<file path="config.mk">
export PLATFORM = sky130hd
export DESIGN_NAME = bstap_top
export DESIGN_NICKNAME = d
export VERILOG_FILES = /design/src/bstap_pkg.sv /design/src/bstap_cell.sv /design/src/bstap_top.sv
export SDC_FILE = /design/constraint.sdc
export NUM_CORES = 1
export LEC_CHECK = 0
export BUFFER_PORTS_ARGS = -buffer_cell sky130_fd_sc_hd__clkbuf_2
export CORE_MARGIN = 4
export CORE_UTILIZATION = 31
export CTS_BUF_LIST = sky130_fd_sc_hd__clkbuf_2 sky130_fd_sc_hd__clkbuf_4 sky130_fd_sc_hd__clkbuf_8
export CTS_CLUSTER_DIAMETER = 150
export DETAILED_ROUTE_END_ITERATION = 10
export SYNTH_ARGS = -nofsm -noshare
export SYNTH_HDL_FRONTEND = slang
export SYNTH_HIERARCHICAL = 1
export SYNTH_SLANG_ARGS = --single-unit
</file>
<file path="constraint.sdc">
create_clock -name clk -period 3.8 [get_ports clk]
set_input_delay 0 -clock clk [delete_from_list [all_inputs] [get_ports clk]]
set_output_delay 0 -clock clk [all_outputs]
set_load 0.03 [all_outputs]
</file>
<file path="src/bstap_pkg.sv">
/*
 * Package for the boundary-scan test access port: TAP states, instruction
 * codes, identification layout and pin synchroniser depth.
 * Assumes nothing beyond a SystemVerilog compiler.
 */
package bstap_pkg;

    typedef enum logic [3:0] {
        ST_RESET,
        ST_IDLE,
        ST_SEL_DR,
        ST_CAP_DR,
        ST_SHIFT_DR,
        ST_EXIT1_DR,
        ST_PAUSE_DR,
        ST_EXIT2_DR,
        ST_UPD_DR,
        ST_SEL_IR,
        ST_CAP_IR,
        ST_SHIFT_IR,
        ST_EXIT1_IR,
        ST_PAUSE_IR,
        ST_EXIT2_IR,
        ST_UPD_IR
    } bstap_state_t;

    localparam int IR_W = 4;
    localparam logic [3:0] INS_EXTEST = 4'h0;
    localparam logic [3:0] INS_IDCODE = 4'h1;
    localparam logic [3:0] INS_SAMPLE = 4'h2;
    localparam logic [3:0] INS_FLOAT = 4'h3;
    localparam logic [3:0] INS_FIXED = 4'h4;
    localparam logic [3:0] INS_BYPASS = 4'hF;
    // value loaded into the instruction shifter at capture
    localparam logic [3:0] IR_CAPTURE = 4'h1;

    localparam int ID_W = 32;
    localparam int ID_VER_LSB = 28;
    localparam int ID_PART_LSB = 12;
    localparam int ID_MFR_LSB = 1;
    localparam logic ID_BIT0 = 1'b1;

    localparam int SYNC_STAGES = 2;

endpackage : bstap_pkg

</file>
<file path="src/bstap_cell.sv">
/*
 * One boundary cell: serial shift flip-flop and parallel output stage.
 * Assumes capture, shift and update strobes come from the TAP on clk.
 */
`timescale 1ns/10ps
`default_nettype none

module bstap_cell
(
    // clock and reset
    input wire logic clk,
    input wire logic rst,
    // scan control
    input wire logic capture,
    input wire logic shift,
    input wire logic update,
    input wire logic test_mode,
    // data
    input wire logic scan_in,
    input wire logic sys_in,
    output logic scan_out,
    output logic cell_out
);

    logic upd_q;

    // serial shift stage: capture or shift
    always_ff @(posedge clk or posedge rst)
    begin
        if (rst)
            scan_out <= 1'b0;
        else if (capture)
            scan_out <= sys_in;
        else if (shift)
            scan_out <= scan_in;
    end

    // parallel output stage moves only at update, acting as the latch
    always_ff @(posedge clk or posedge rst)
    begin
        if (rst)
            upd_q <= 1'b0;
        else if (update)
            upd_q <= scan_out;
    end

    // system function passes straight through outside test mode
    always_comb
    begin
        cell_out = test_mode ? upd_q : sys_in;
    end

endmodule : bstap_cell
`default_nettype wire

</file>
<file path="src/bstap_top.sv">
/*
 * Boundary-scan test access port: 16-state TAP, 4-bit instruction decode,
 * identification, bypass and boundary cell chain.
 * Assumes tck, tms and tdi arrive from a board tester, asynchronous to clk,
 * and that clk is much faster than tck so every tck edge is seen.
 */
// Functional notes
// - four pins: tck, tms, tdi in; tdo out
// - standard sixteen-state TAP steered by tms
// - power-on and device reset force test-logic-reset
// - reset selects identification instruction 0001
// - extest, sample and bypass instructions decoded
// - 0011 floats outputs, 0100 drives chain; bypass
// - 32-bit identification: version and part fields
// - manufacturer code in 11..1, bit0 one
// - cells: shift flop then parallel output stage
// - cells capture, shift, update, pass through
// - chain covers every device pin
// - test port keeps running during sleep
`timescale 1ns/10ps
`default_nettype none

module bstap_top
    import bstap_pkg::*;
#(
    parameter int NPINS = 8,
    parameter logic [3:0] ID_VERSION = 4'h0,   // arbitrary value
    parameter logic [15:0] ID_PART = 16'h0A5A, // arbitrary value
    parameter logic [10:0] ID_MFR = 11'h07E    // arbitrary value
)
(
    // clock and resets
    input wire logic clk,
    input wire logic rst,
    input wire logic por,
    // test port pins
    input wire logic tck,
    input wire logic tms,
    input wire logic tdi,
    output logic tdo,
    output logic tdo_oe,
    // device pins through the boundary chain
    input wire logic [NPINS-1:0] sys_out,
    input wire logic [NPINS-1:0] sys_oe,
    output logic [NPINS-1:0] pin_out,
    output logic [NPINS-1:0] pin_oe,
    input wire logic [NPINS-1:0] pin_in,
    output logic [NPINS-1:0] core_in,
    // sleep state, informational only
    input wire logic sleep
);

    // elaboration-time refusal of an empty chain
    if (NPINS < 1)
    begin : g_bad_npins
        $error("NPINS must be at least one");
    end

    logic [SYNC_STAGES-1:0] tck_s;
    logic [SYNC_STAGES-1:0] tms_s;
    logic [SYNC_STAGES-1:0] tdi_s;
    logic tck_d;
    logic rise;
    logic fall;
    logic rst_any;
    bstap_state_t state;
    bstap_state_t next_state;
    logic [IR_W-1:0] ir;
    logic [IR_W-1:0] ir_sh;
    logic [ID_W-1:0] id_sh;
    logic byp;
    logic sel_chain;
    logic sel_byp;
    logic test_mode;
    logic float_all;
    logic cap_dr;
    logic sh_dr;
    logic upd_dr;
    logic dr_out;
    logic tdo_next;
    // chain has 2*NPINS cells: pin output cells, then pin input cells
    logic [2*NPINS:0] chain;
    logic [2*NPINS-1:0] cell_par;
    logic [2*NPINS-1:0] cell_sys;
    logic [NPINS-1:0] oe_upd;

    // sleep does not gate anything here: the port stays live
    assign rst_any = rst | por;

    always_ff @(posedge clk or posedge rst_any)
    begin
        if (rst_any)
        begin
            tck_s <= '0;
            tms_s <= '0;
            tdi_s <= '0;
            tck_d <= 1'b0;
        end
        else
        begin
            tck_s <= {tck_s[0], tck};
            tms_s <= {tms_s[0], tms};
            tdi_s <= {tdi_s[0], tdi};
            tck_d <= tck_s[1];
        end
    end

    assign rise = tck_s[1] & ~tck_d;
    assign fall = ~tck_s[1] & tck_d;

    always_comb
    begin
        next_state = state;
        case (state)
            ST_RESET: next_state = tms_s[1] ? ST_RESET : ST_IDLE;
            ST_IDLE: next_state = tms_s[1] ? ST_SEL_DR : ST_IDLE;
            ST_SEL_DR: next_state = tms_s[1] ? ST_SEL_IR : ST_CAP_DR;
            ST_CAP_DR: next_state = tms_s[1] ? ST_EXIT1_DR : ST_SHIFT_DR;
            ST_SHIFT_DR: next_state = tms_s[1] ? ST_EXIT1_DR : ST_SHIFT_DR;
            ST_EXIT1_DR: next_state = tms_s[1] ? ST_UPD_DR : ST_PAUSE_DR;
            ST_PAUSE_DR: next_state = tms_s[1] ? ST_EXIT2_DR : ST_PAUSE_DR;
            ST_EXIT2_DR: next_state = tms_s[1] ? ST_UPD_DR : ST_SHIFT_DR;
            ST_UPD_DR: next_state = tms_s[1] ? ST_SEL_DR : ST_IDLE;
            ST_SEL_IR: next_state = tms_s[1] ? ST_RESET : ST_CAP_IR;
            ST_CAP_IR: next_state = tms_s[1] ? ST_EXIT1_IR : ST_SHIFT_IR;
            ST_SHIFT_IR: next_state = tms_s[1] ? ST_EXIT1_IR : ST_SHIFT_IR;
            ST_EXIT1_IR: next_state = tms_s[1] ? ST_UPD_IR : ST_PAUSE_IR;
            ST_PAUSE_IR: next_state = tms_s[1] ? ST_EXIT2_IR : ST_PAUSE_IR;
            ST_EXIT2_IR: next_state = tms_s[1] ? ST_UPD_IR : ST_SHIFT_IR;
            ST_UPD_IR: next_state = tms_s[1] ? ST_SEL_DR : ST_IDLE;
            default: next_state = ST_RESET;
        endcase
    end

    always_ff @(posedge clk or posedge rst_any)
    begin
        if (rst_any)
            state <= ST_RESET;
        else if (rise)
            state <= next_state;
    end

    // instruction shifter and instruction register
    always_ff @(posedge clk or posedge rst_any)
    begin
        if (rst_any)
        begin
            ir_sh <= IR_CAPTURE;
            ir <= INS_IDCODE;
        end
        else if (rise)
        begin
            case (state)
                ST_RESET: ir <= INS_IDCODE;
                ST_CAP_IR: ir_sh <= IR_CAPTURE;
                ST_SHIFT_IR: ir_sh <= {tdi_s[1], ir_sh[IR_W-1:1]};
                ST_UPD_IR: ir <= ir_sh;
                default: ir <= ir;
            endcase
        end
    end

    // decode; reserved codes fall back to bypass
    always_comb
    begin
        sel_chain = 1'b0;
        sel_byp = 1'b0;
        test_mode = 1'b0;
        float_all = 1'b0;
        case (ir)
            INS_EXTEST:
            begin
                sel_chain = 1'b1;
                test_mode = 1'b1;
            end
            INS_SAMPLE: sel_chain = 1'b1;
            INS_IDCODE: sel_chain = 1'b0;
            INS_FLOAT:
            begin
                sel_byp = 1'b1;
                float_all = 1'b1;
            end
            INS_FIXED:
            begin
                sel_byp = 1'b1;
                test_mode = 1'b1;
            end
            INS_BYPASS: sel_byp = 1'b1;
            default: sel_byp = 1'b1;
        endcase
    end

    assign cap_dr = rise && (state == ST_CAP_DR);
    assign sh_dr = rise && (state == ST_SHIFT_DR);
    assign upd_dr = rise && (state == ST_UPD_DR);

    // identification and bypass data registers
    always_ff @(posedge clk or posedge rst_any)
    begin
        if (rst_any)
        begin
            id_sh <= '0;
            byp <= 1'b0;
        end
        else
        begin
            if (cap_dr && !sel_chain && !sel_byp)
                id_sh <= {ID_VERSION, ID_PART, ID_MFR, ID_BIT0};
            else if (sh_dr && !sel_chain && !sel_byp)
                id_sh <= {tdi_s[1], id_sh[ID_W-1:1]};
            if (cap_dr && sel_byp)
                byp <= 1'b0;
            else if (sh_dr && sel_byp)
                byp <= tdi_s[1];
        end
    end

    // chain order from tdi: output cells, then input cells
    assign chain[0] = tdi_s[1];
    assign cell_sys = {pin_in, sys_out};

    genvar g;
    generate
        for (g = 0; g < 2*NPINS; g++)
        begin : g_cell
            bstap_cell u_cell (
                .clk(clk),
                .rst(rst_any),
                .capture(cap_dr && sel_chain),
                .shift(sh_dr && sel_chain),
                .update(upd_dr && sel_chain),
                .test_mode(test_mode),
                .scan_in(chain[g]),
                .sys_in(cell_sys[g]),
                .scan_out(chain[g+1]),
                .cell_out(cell_par[g])
            );
        end
    endgenerate

    // output enables in test mode: sys_oe ORed with a mask set all on by any chain update
    always_ff @(posedge clk or posedge rst_any)
    begin
        if (rst_any)
            oe_upd <= '0;
        else if (upd_dr && sel_chain)
            oe_upd <= '1;
    end

    always_comb
    begin
        pin_out = cell_par[NPINS-1:0];
        core_in = cell_par[2*NPINS-1:NPINS];
        if (float_all)
            pin_oe = '0;
        else if (test_mode)
            pin_oe = oe_upd | sys_oe;
        else
            pin_oe = sys_oe;
    end

    always_comb
    begin
        if (state == ST_SHIFT_IR)
            dr_out = ir_sh[0];
        else if (sel_chain)
            dr_out = chain[2*NPINS];
        else if (sel_byp)
            dr_out = byp;
        else
            dr_out = id_sh[0];
    end

    assign tdo_next = dr_out;

    // tdo changes on the falling tck edge only
    always_ff @(posedge clk or posedge rst_any)
    begin
        if (rst_any)
        begin
            tdo <= 1'b0;
            tdo_oe <= 1'b0;
        end
        else if (fall)
        begin
            tdo <= tdo_next;
            tdo_oe <= (state == ST_SHIFT_DR) || (state == ST_SHIFT_IR);
        end
    end

    // sleep is deliberately unused so the port runs through it
    logic sleep_unused;
    assign sleep_unused = sleep;

endmodule : bstap_top
`default_nettype wire

</file>
==> impl_metrics.yaml, run 1 <==
outcome:
  status: "finished clean"
placement:
  dp.cells: 556
  hpwl_mm: 5.46
  gp_congestion: 0.778
  port_buffers: 55
  pre_cts_slack_ps: 1370
timing:
  slew_violations: 0
  fin_skew_ps: 12.9
  slew-limit-headroom: 0.436
  setup_viol: 0
  min_period_ps: 2450
  fmax_ghz: 0.408
  finalHoldViolations: 0
  worst_slew_pin_slew_ps: 843
  rsz0062_at_grt: "no"
  tns_ps: 0
  fin_crit_sh: 0.644
  layout_setup_ws_ps: 1350
clock_tree:
  clk_pin_slew_ps: 90
  numClockSinks: 87
  insertion_delay_ps: 340
  clockBufferDepth: 2
  cts_buffers: 9
  htreeDepth: 3
  clockRootBuffer: "clkbuf_8"
  cts_tree: "done"
die:
  ios: 57
  core_area_mm2: 0.0123
  die_area_mm2: 0.0146
  rows: 40
  initial_core_util: 0.322
  die_x_um: 121
  chipHeight_um: 121
worst_setup_path:
  r2r_cells: 4
  path_class: "reg2reg"
  arrival_ps: 2720
  critical_path.endpoint_type: "flip-flop"
  worstPathRequired_ps: 4080
  worstPathMaxFanout: 27
  startpoint_type: "flip-flop"
cells_and_area:
  multiInputGateArea_mm2: 0.00163
  n_antenna_cell: 0
  nFillCells: 1182
  layout-drive-gt1-share: 0.237
  seq_area_mm2: 0.00218
  utilization: 0.395
  final_cells: 594
  fin_nets: 452
  area_growth_pct: 22.7
global_route:
  grt_first_pass_wirelength_mm: 14.5
  grt_pass1_vias: 2905
  grt_max_degree: 42
  grt_usage: 0.122
  grt-ovfl-total: 0
  antenna_found_initial: 0
detailed_routing:
  route.vias.total: 2859
  drc: 0
  drtAntennaViolNets: 0
  dr.first_iter.drc_count: 144
  drt_pass1_iterations: 4
  wire_per_inst_um: 14.0
  wl_mm: 8.30
  viasPerCell: 4.81
logic_synthesis:
  synth.distinct_cells: 43
  yosysWarnings: 6
  syn_area_mm2: 0.00395
  ys_ff_latch: 87
  syn_area_per_cell_um2: 11.5
  synth_cells: 344
  syn_nets: 375
  ys_seq_area_frac: 0.552
power_and_ir_drop:
  power_leakage_nw: 2.25
  vdd_drop_max_uv: 236
  power_mw: 2.79
  powerDensity_mw_per_mm2: 576
min_path:
  hp-class: "in2reg"
  hold_depth: 2
job:
  cap_violations: 0
==> synthesized netlist by cell type (all sizes together) <==
cell / count / area, µm²
a211o: 1 / 8.76
a211oi: 1 / 7.51
a21oi: 8 / 40.0
a22o: 23 / 201
a31oi: 4 / 25.0
a32o: 1 / 10.0
and2: 1 / 6.26
and3: 3 / 18.8
buf: 7 / 52.5
clkbuf: 10 / 37.5
dfrtp: 85 / 2130
dfstp: 2 / 52.6
inv: 20 / 75.1
mux2: 32 / 420
mux2i: 16 / 160
nand2: 28 / 105
nand2b: 2 / 12.5
nand3: 3 / 15.0
nand3b: 4 / 30.0
nand4: 2 / 12.5
nor2: 24 / 90.1
nor2b: 7 / 43.8
nor3: 4 / 25.0
nor3b: 1 / 7.51
nor4: 1 / 6.26
nor4b: 1 / 8.76
o211ai: 4 / 30.0
o21ai: 25 / 125
o221ai: 1 / 8.76
o22a: 13 / 114
o22ai: 1 / 6.26
o311ai: 1 / 8.76
o41ai: 1 / 8.76
or2: 2 / 12.5
or3: 2 / 12.5
or3b: 1 / 8.76
or4: 1 / 7.51
xor2: 1 / 8.76
==> per-layer routing <==
metal / GRT usage / vias up / wire length [µm]
li1: - / 1394 / -
met1: 0.162 / 1411 / 3800
met2: 0.203 / 45 / 4180
met3: 0.0191 / 9 / 216
met5: 0 / - / 0
met4: 0.0404 / 0 / 100
==> flip-flops by register name, summed over array words and instances, names as in the netlist <==
name / count
tdo: 1
state: 4
tdi_s: 2
tms_s: 2
tck_d: 1
ir: 4
oe_upd: 1
ir_sh: 4
g_cell.u_cell/scan_out: 16
tck_s: 2
id_sh: 32
tdo_oe: 1
g_cell.u_cell/upd_q: 16
byp: 1
==> cells by family (layout without fill, tap and decap cells) <==
logic type,after synthesis,count (layout),synth area share
muxes,48,48,0.147
buffers and inverters,37,119,0.0418
DFF,87,87,0.552
and+or+nand+nor,87,87,0.107
AOI/OAI and AO/OA,84,84,0.150
xor gates and xnor gates,1,1,0.00222
==> what timing repair did <==
action                    CTS  global route
gates resized for setup     0             0
hold endpoints to repair   31             0
setup buffers               0             0
hold buffers               22             0
==> worst paths after layout <==
| check | from | end | slack (ps) |
|---|---|---|---|
| min in group asynchronous | rst | ir_sh[0] | 320 |
| setup / recovery | state[0] | id_sh[5] | 1350 |
| hold reg to reg | tck_s[0] | tck_s[1] | 360 |
| hold / removal | tdi | tdi_s[0] | 300 |
| max in group asynchronous | por | ir_sh[3] | 2440 |
| setup reg to reg | state[0] | id_sh[5] | 1350 |
==> cell usage in the layout (no fill, tap or decap), types with 2 or more instances in the layout <==
master	instances
nor3_1	2
or2_1	2
o21ai_1	16
buf_4	6
and3_1	3
a31oi_1	4
nand4_1	2
a21oi_1	8
dfstp_2	2
nand3_1	3
mux2i_1	16
clkbuf_2	55
nor2_1	22
mux2_1	16
nand2b_1	2
o22a_1	13
clkbuf_8	10
a22o_1	23
nand3b_1	4
nor2b_1	7
nor3_2	2
dlygate4sd3_1	22
inv_1	20
nand2_1	28
o211ai_1	4
clkinv_4	2
o21ai_0	9
dfrtp_1	85
or3_1	2
clkbuf_4	2
mux2_4	16
==> final cells by class <==
cell class,instances,share of cell area
Clock buffer,12,0.0315
Sequential cell,87,0.450
Multi-Input combinational cell,220,0.337
Tap cell,168,0.0434
Timing Repair Buffer,83,0.112
Clock inverter,4,0.0114
Inverter,20,0.0155
==> metrics by stage <==
| step | instance area [µm²] | hold slack (ps) |
|---|---|---|
| after global routing | 4850 | 282 |
| final | 4850 | 301 |
| after floorplan | 3950 | 31.4 |
| after CTS | 4850 | 285 |
| after global placement | 4420 | 60.4 |
| after detailed placement | 4420 | 61.1 |
==> critical path, cell delays in order, from the launching register on <==
cell and delay (ps):
dfrtp_1 660, or3b_1 470, a211o_1 330, nor2_1 650
o22a_1 250
==> power breakdown <==
group	total [mW]	internal (mW)	switching, mW
Clock	0.659	0.339	0.320
Sequential	1.43	1.20	0.233
Combinational	0.704	0.351	0.353
Note: power is estimated with default switching activity, not from simulation.
==> run 2, diff against run 1 <==
==> constraint.sdc (replaced) <==
create_clock -name clk -period 2.4 [get_ports clk]
set_input_delay 0 -clock clk [delete_from_list [all_inputs] [get_ports clk]]
set_output_delay 0 -clock clk [all_outputs]
set_load 0.03 [all_outputs]
==> run 2 against run 1 <==
Compared with the run above: the run now ends with hold timing left; sequential share of layout area is 0.90 points lower; utilization grew 0.81 points; non-clock buffer count is 7 higher; combinational power grew 85%; flip-flop and latch count stayed put; total power up 64%; sequential power is 52% higher; via count grew 1.0%; register-to-register slack worse by 1000 ps.
==> impl_metrics.yaml, run 2 (same netlist as run 1, synthesis figures left out) <==
detailed_routing:
  drc: 0
  dr.first_iter.drc_count: 81
  route.vias.total: 2889
  drtAntennaViolNets: 0
  wire_per_inst_um: 14.0
  wl_mm: 8.42
  viasPerCell: 4.81
  drt_pass1_iterations: 4
worst_setup_path:
  worstPathRequired_ps: 2640
  arrival_ps: 2320
  r2r_cells: 5
  worstPathMaxFanout: 17
  r2r_start: "tck_d"
  crit_start: "tck_d"
  rrSetupSlack_ps: 320
  crit_path_end: "g_cell[7].u_cell/upd_q"
  r2r-end: "g_cell[7].u_cell/upd_q"
  path_class: "reg2reg"
  startpoint_type: "flip-flop"
  critical_path.endpoint_type: "flip-flop"
job:
  cap_violations: 0
global_route:
  grt-ovfl-total: 0
  grt_first_pass_wirelength_mm: 14.2
  grt_max_degree: 56
  grt_usage: 0.121
  grt_pass1_vias: 2976
  antenna_found_initial: 0
outcome:
  status: "finished with violations"
  violations: "hold timing"
cells_and_area:
  final_cells: 601
  n_antenna_cell: 0
  nFillCells: 1208
  layout_commonest_cell: "dfrtp_1"
  top_register: "id_sh"
  area_growth_pct: 25.2
  largest_reg_flops: 32
  largestRegisters: "id_sh (32), g_cell.u_cell/scan_out (16), g_cell.u_cell/upd_q (16)"
  layout-drive-gt1-share: 0.254
  final_cell_mix: "85 x dfrtp_1, 55 x clkbuf_2, 28 x nand2_1"
  fin_nets: 459
power_and_ir_drop:
  power_leakage_nw: 2.30
  combPwrFrac: 0.282
  pwr-share-clk: 0.242
  p_int_mw: 3.11
  powerDensity_mw_per_mm2: 928
  seqPwrFrac: 0.476
  swShare: 0.323
  vdd_drop_max_uv: 293
  p_sw_mw: 1.48
timing:
  rsz0062_at_grt: "no"
  worst_slew_pin_slew_ps: 666
  fin_hold_ws_ps: -1.33
  slew-limit-headroom: 0.556
  fmax_ghz: 0.481
  slew_violations: 0
  finalHoldViolations: 1
  fin_crit_sh: 0.866
  fin_skew_ps: 7.75
  tns_ps: 0
  layout_setup_ws_ps: 323
  setup_viol: 0
  min_period_ps: 2080
clock_tree:
  numClockSinks: 87
  ctsResizeCount: 0
  insertion_delay_ps: 360
  htreeDepth: 3
  cts_buffers: 9
  cts_tree: "done"
  clockBufferDepth: 2
  clockRootBuffer: "clkbuf_8"
  clk_pin_slew_ps: 90
die:
  initial_core_util: 0.322
  rows: 40
  chipHeight_um: 121
  ios: 57
  core_area_mm2: 0.0123
  die_x_um: 121
  die_area_mm2: 0.0146
placement:
  gp_congestion: 0.747
  pre_cts_slack_ps: 325
  port_buffers: 55
  dp.cells: 564
  hpwl_mm: 5.68
min_path:
  hp-class: "in2async"
run 2: cell count changes in the layout (fill, tap and decap cells not counted), sizes merged:
cell | previous run | this run
buf | 6 | 14
bufinv | 1 | 2
clkinvlp | 1 | 2
dlygate4sd3 | 22 | 21
clkbuf | 67 | 65
run 2: metal layers:
metal / vias up / track usage / part of all wire
li1: 1393 / - / -
met4: 0 / 0.0538 / 0.020
met2: 38 / 0.201 / 0.49
met5: - / 0 / 0
met1: 1447 / 0.153 / 0.46
met3: 11 / 0.0210 / 0.026
run 2: timing repair:
action                                 CTS  global route
buffers inserted                         0             0
hold buffers                            21             0
endpoints found under the hold margin   94             0
run 2: final cells by class:
cell class / count / area (µm²) / area share
flip-flops and latches: 87 / 2180 / 0.441
well taps: 168 / 210 / 0.0425
inverters: 20 / 75.1 / 0.0152
clock buffers: 10 / 131 / 0.0266
clock inverters: 6 / 85.1 / 0.0172
repair buffers: 90 / 603 / 0.122
multi-input cells: 220 / 1660 / 0.336
run 2: critical path, stage by stage (launching register included):
cell	delay [ps]
dfrtp_1	390
nand2b_1	180
or4_4	480
nor4b_4	350
buf_12	210
mux2_1	340
run 2: metrics by stage:
step | power, mW | instance area, µm² | utilization
after detailed placement | 3.50 | 4520 | 0.369
after CTS | 4.65 | 4950 | 0.403
after floorplan | 3.14 | 4000 | -
final | 4.59 | 4950 | 0.403
after global routing | 4.87 | 4950 | 0.403
after global placement | 3.45 | 4520 | 0.369
run 2: power groups by stage:
stage / clock, mW / sequential [mW] / combinational, mW
6_report: 1.11 / 2.18 / 1.30
2_1_floorplan: 0 / 2.13 / 1.01
3_3_place_gp: 0 / 2.20 / 1.25
4_1_cts: 1.14 / 2.19 / 1.32
5_1_grt: 1.20 / 2.24 / 1.43
3_5_place_dp: 0 / 2.22 / 1.29
run 2: how the worst min path moves through the flow:
stage                     cells after the start                    endpoint  slack, ps
after detailed placement                      1                    tms_s[0]        110
after global placement                        1                    tms_s[0]        110
final                                         4  g_cell[15].u_cell/scan_out         -1
after global routing                          4      g_cell[2].u_cell/upd_q         40
after floorplan                               0                    tck_s[0]         30
after CTS                                     4     g_cell[10].u_cell/upd_q          6
==> run 3, diff against run 2 <==
--- a/config.mk
+++ b/config.mk
@@ -6,11 +6,13 @@
 export NUM_CORES = 1
 export LEC_CHECK = 0
 export BUFFER_PORTS_ARGS = -buffer_cell sky130_fd_sc_hd__clkbuf_2
+export CORE_ASPECT_RATIO = 1.5
 export CORE_MARGIN = 4
-export CORE_UTILIZATION = 31
+export CORE_UTILIZATION = 50
 export CTS_BUF_LIST = sky130_fd_sc_hd__clkbuf_2 sky130_fd_sc_hd__clkbuf_4 sky130_fd_sc_hd__clkbuf_8
 export CTS_CLUSTER_DIAMETER = 150
 export DETAILED_ROUTE_END_ITERATION = 10
+export PLACE_DENSITY = 0.71
 export SYNTH_ARGS = -nofsm -noshare
 export SYNTH_HDL_FRONTEND = slang
 export SYNTH_HIERARCHICAL = 1
==> run 3 against run 2 <==
Compared with the run above: the flow now finishes without violations; combinational power is essentially flat; wire length shrank 4.6%; highest routed layer unchanged; via count grew 1.0%; sequential power is essentially flat; global-route usage grew 6.7 points; first-iteration DRC count grew to 3.8 times the previous value; worst hold slack gained 290 ps; critical path depth shrank 1; non-clock buffer count shrank 1; total power shrank 1.7%; sequential share of layout area grew 0.92 points; die area shrank 36%.
==> impl_metrics.yaml, run 3 (same netlist as run 1, synthesis figures left out) <==
clock_tree:
  clk_pin_slew_ps: 90
  numClockSinks: 87
  htreeDepth: 3
  cts_tree: "done"
  cts_setup_buffers: 0
  insertion_delay_ps: 360
  clockBufferDepth: 2
  cts_buffers: 9
  clockRootBuffer: "clkbuf_8"
power_and_ir_drop:
  powerDensity_mw_per_mm2: 931
  vdd_drop_max_uv: 598
  power_leakage_nw: 2.29
timing:
  fin_hold_ws_ps: 287
  fin_skew_ps: 8.83
  slew-limit-headroom: 0.559
  slew_violations: 0
  worst_slew_pin_slew_ps: 661
  rsz0062_at_grt: "no"
  fin_crit_sh: 0.854
  min_period_ps: 2050
  tns_ps: 0
  finalHoldViolations: 0
  setup_viol: 0
  fmax_ghz: 0.488
worst_setup_path:
  rrSetupSlack_ps: 350
  arrival_ps: 2300
  crit_family: "simple AND/OR/NAND/NOR gates"
  crit_slowest_cell: "or4_4"
  r2r_start: "ir[3]"
  worstPathMaxFanout: 17
  crit_chain: "or4_4 > nor4b_4 > buf_12 > mux2_1"
  crit_start: "ir[3]"
  worstSetupPathDepth: 4
  r2r-end: "g_cell[5].u_cell/upd_q"
  cp_num_buf_inv: 1
  path_class: "reg2reg"
  worstPathRequired_ps: 2650
  max_stage_delay_ps: 590
  critical_path.endpoint_type: "flip-flop"
  r2r_cells: 4
  startpoint_type: "flip-flop"
  crit_path_end: "g_cell[5].u_cell/upd_q"
die:
  rows: 39
  initial_core_util: 0.516
  core_area_mm2: 0.00766
  die_x_um: 80.6
  chipHeight_um: 117
  die_area_mm2: 0.00942
  ios: 57
placement:
  placedInstanceArea_mm2: 0.00443
  hpwl_mm: 5.39
  port_buffers: 55
  gp_congestion: 0.789
cells_and_area:
  area_growth_pct: 22.6
  n_antenna_cell: 0
  fin_nets: 458
  layout-drive-gt1-share: 0.252
  layout_commonest_cell: "dfrtp_1"
  largestRegisters: "id_sh (32), g_cell.u_cell/scan_out (16), g_cell.u_cell/upd_q (16)"
  nFillCells: 603
  top_register: "id_sh"
  fin_area_mm2: 0.00484
  final_cell_mix: "85 x dfrtp_1, 55 x clkbuf_2, 28 x nand2_1"
  largest_reg_flops: 32
global_route:
  grt_max_degree: 56
  antenna_found_initial: 0
  use_met1: 0.244
  grt_usage: 0.187
  use_met3: 0.0375
  busiest_layer: "met2"
  grt-ovfl-total: 0
  grt_pass1_vias: 2988
  grt_first_pass_wirelength_mm: 13.8
  met2_usage: 0.309
detailed_routing:
  drt_pass1_iterations: 4
  route.vias.total: 2919
  wl_mm: 8.03
  drc: 0
  viasPerCell: 5.47
  wire_per_inst_um: 15.0
  drtAntennaViolNets: 0
  dr.first_iter.drc_count: 310
min_path:
  worstHoldStart: "tck"
  hp-class: "in2reg"
job:
  cap_violations: 0
outcome:
  status: "finished clean"
[run 3: changes by cell type in the layout (fill, tap and decap cells not counted), sizes merged]
cell    before  now
buf         14   13
bufinv       2    1
clkbuf      65   64
inv         20   22
[run 3: cell type report]
class / count / area (µm²) / share of cell area
Sequential cell: 87 / 2180 / 0.450
Multi-Input combinational cell: 220 / 1660 / 0.343
Timing Repair Buffer: 89 / 596 / 0.123
Tap cell: 102 / 128 / 0.0263
Clock buffer: 9 / 124 / 0.0256
Clock inverter: 7 / 81.3 / 0.0168
Inverter: 20 / 75.1 / 0.0155
[run 3: routing by layer]
layer | share of wire | routed length, µm
met1 | 0.44 | 3530
met2 | 0.50 | 4050
met3 | 0.035 | 278
met4 | 0.020 | 163
met5 | 0 | 0
[run 3: power breakdown]
part           internal [mW]  total (mW)  switching (mW)
clock network          0.495        1.04           0.547
registers               1.90        2.20           0.300
logic                  0.604        1.27           0.667
[run 3: worst min-delay path by stage]
stage,slack (ps),cells after the start,endpoint
2_1_floorplan,30,0,tck_s[0]
5_1_grt,290,2,tck_s[0]
4_1_cts,270,2,tck_s[0]
3_3_place_gp,110,1,tck_s[0]
3_5_place_dp,110,1,tck_s[0]
6_report,290,2,tck_s[0]
[run 3: timing repair]
item / in CTS / in global routing
gates resized for setup: 0 / 0
hold buffers: 21 / 0
hold endpoints to repair: 104 / 0
[run 3: through the flow]
stage / total power [mW] / setup WS (ps) / std cells / util
floorplan: 3.14 / 26.8 / 344 / -
global placement: 3.42 / 360 / 497 / 0.578
detailed placement: 3.47 / 354 / 497 / 0.578
CTS: 4.55 / 334 / 534 / 0.632
global route: 4.79 / 246 / 534 / 0.632
finish: 4.51 / 350 / 534 / 0.632
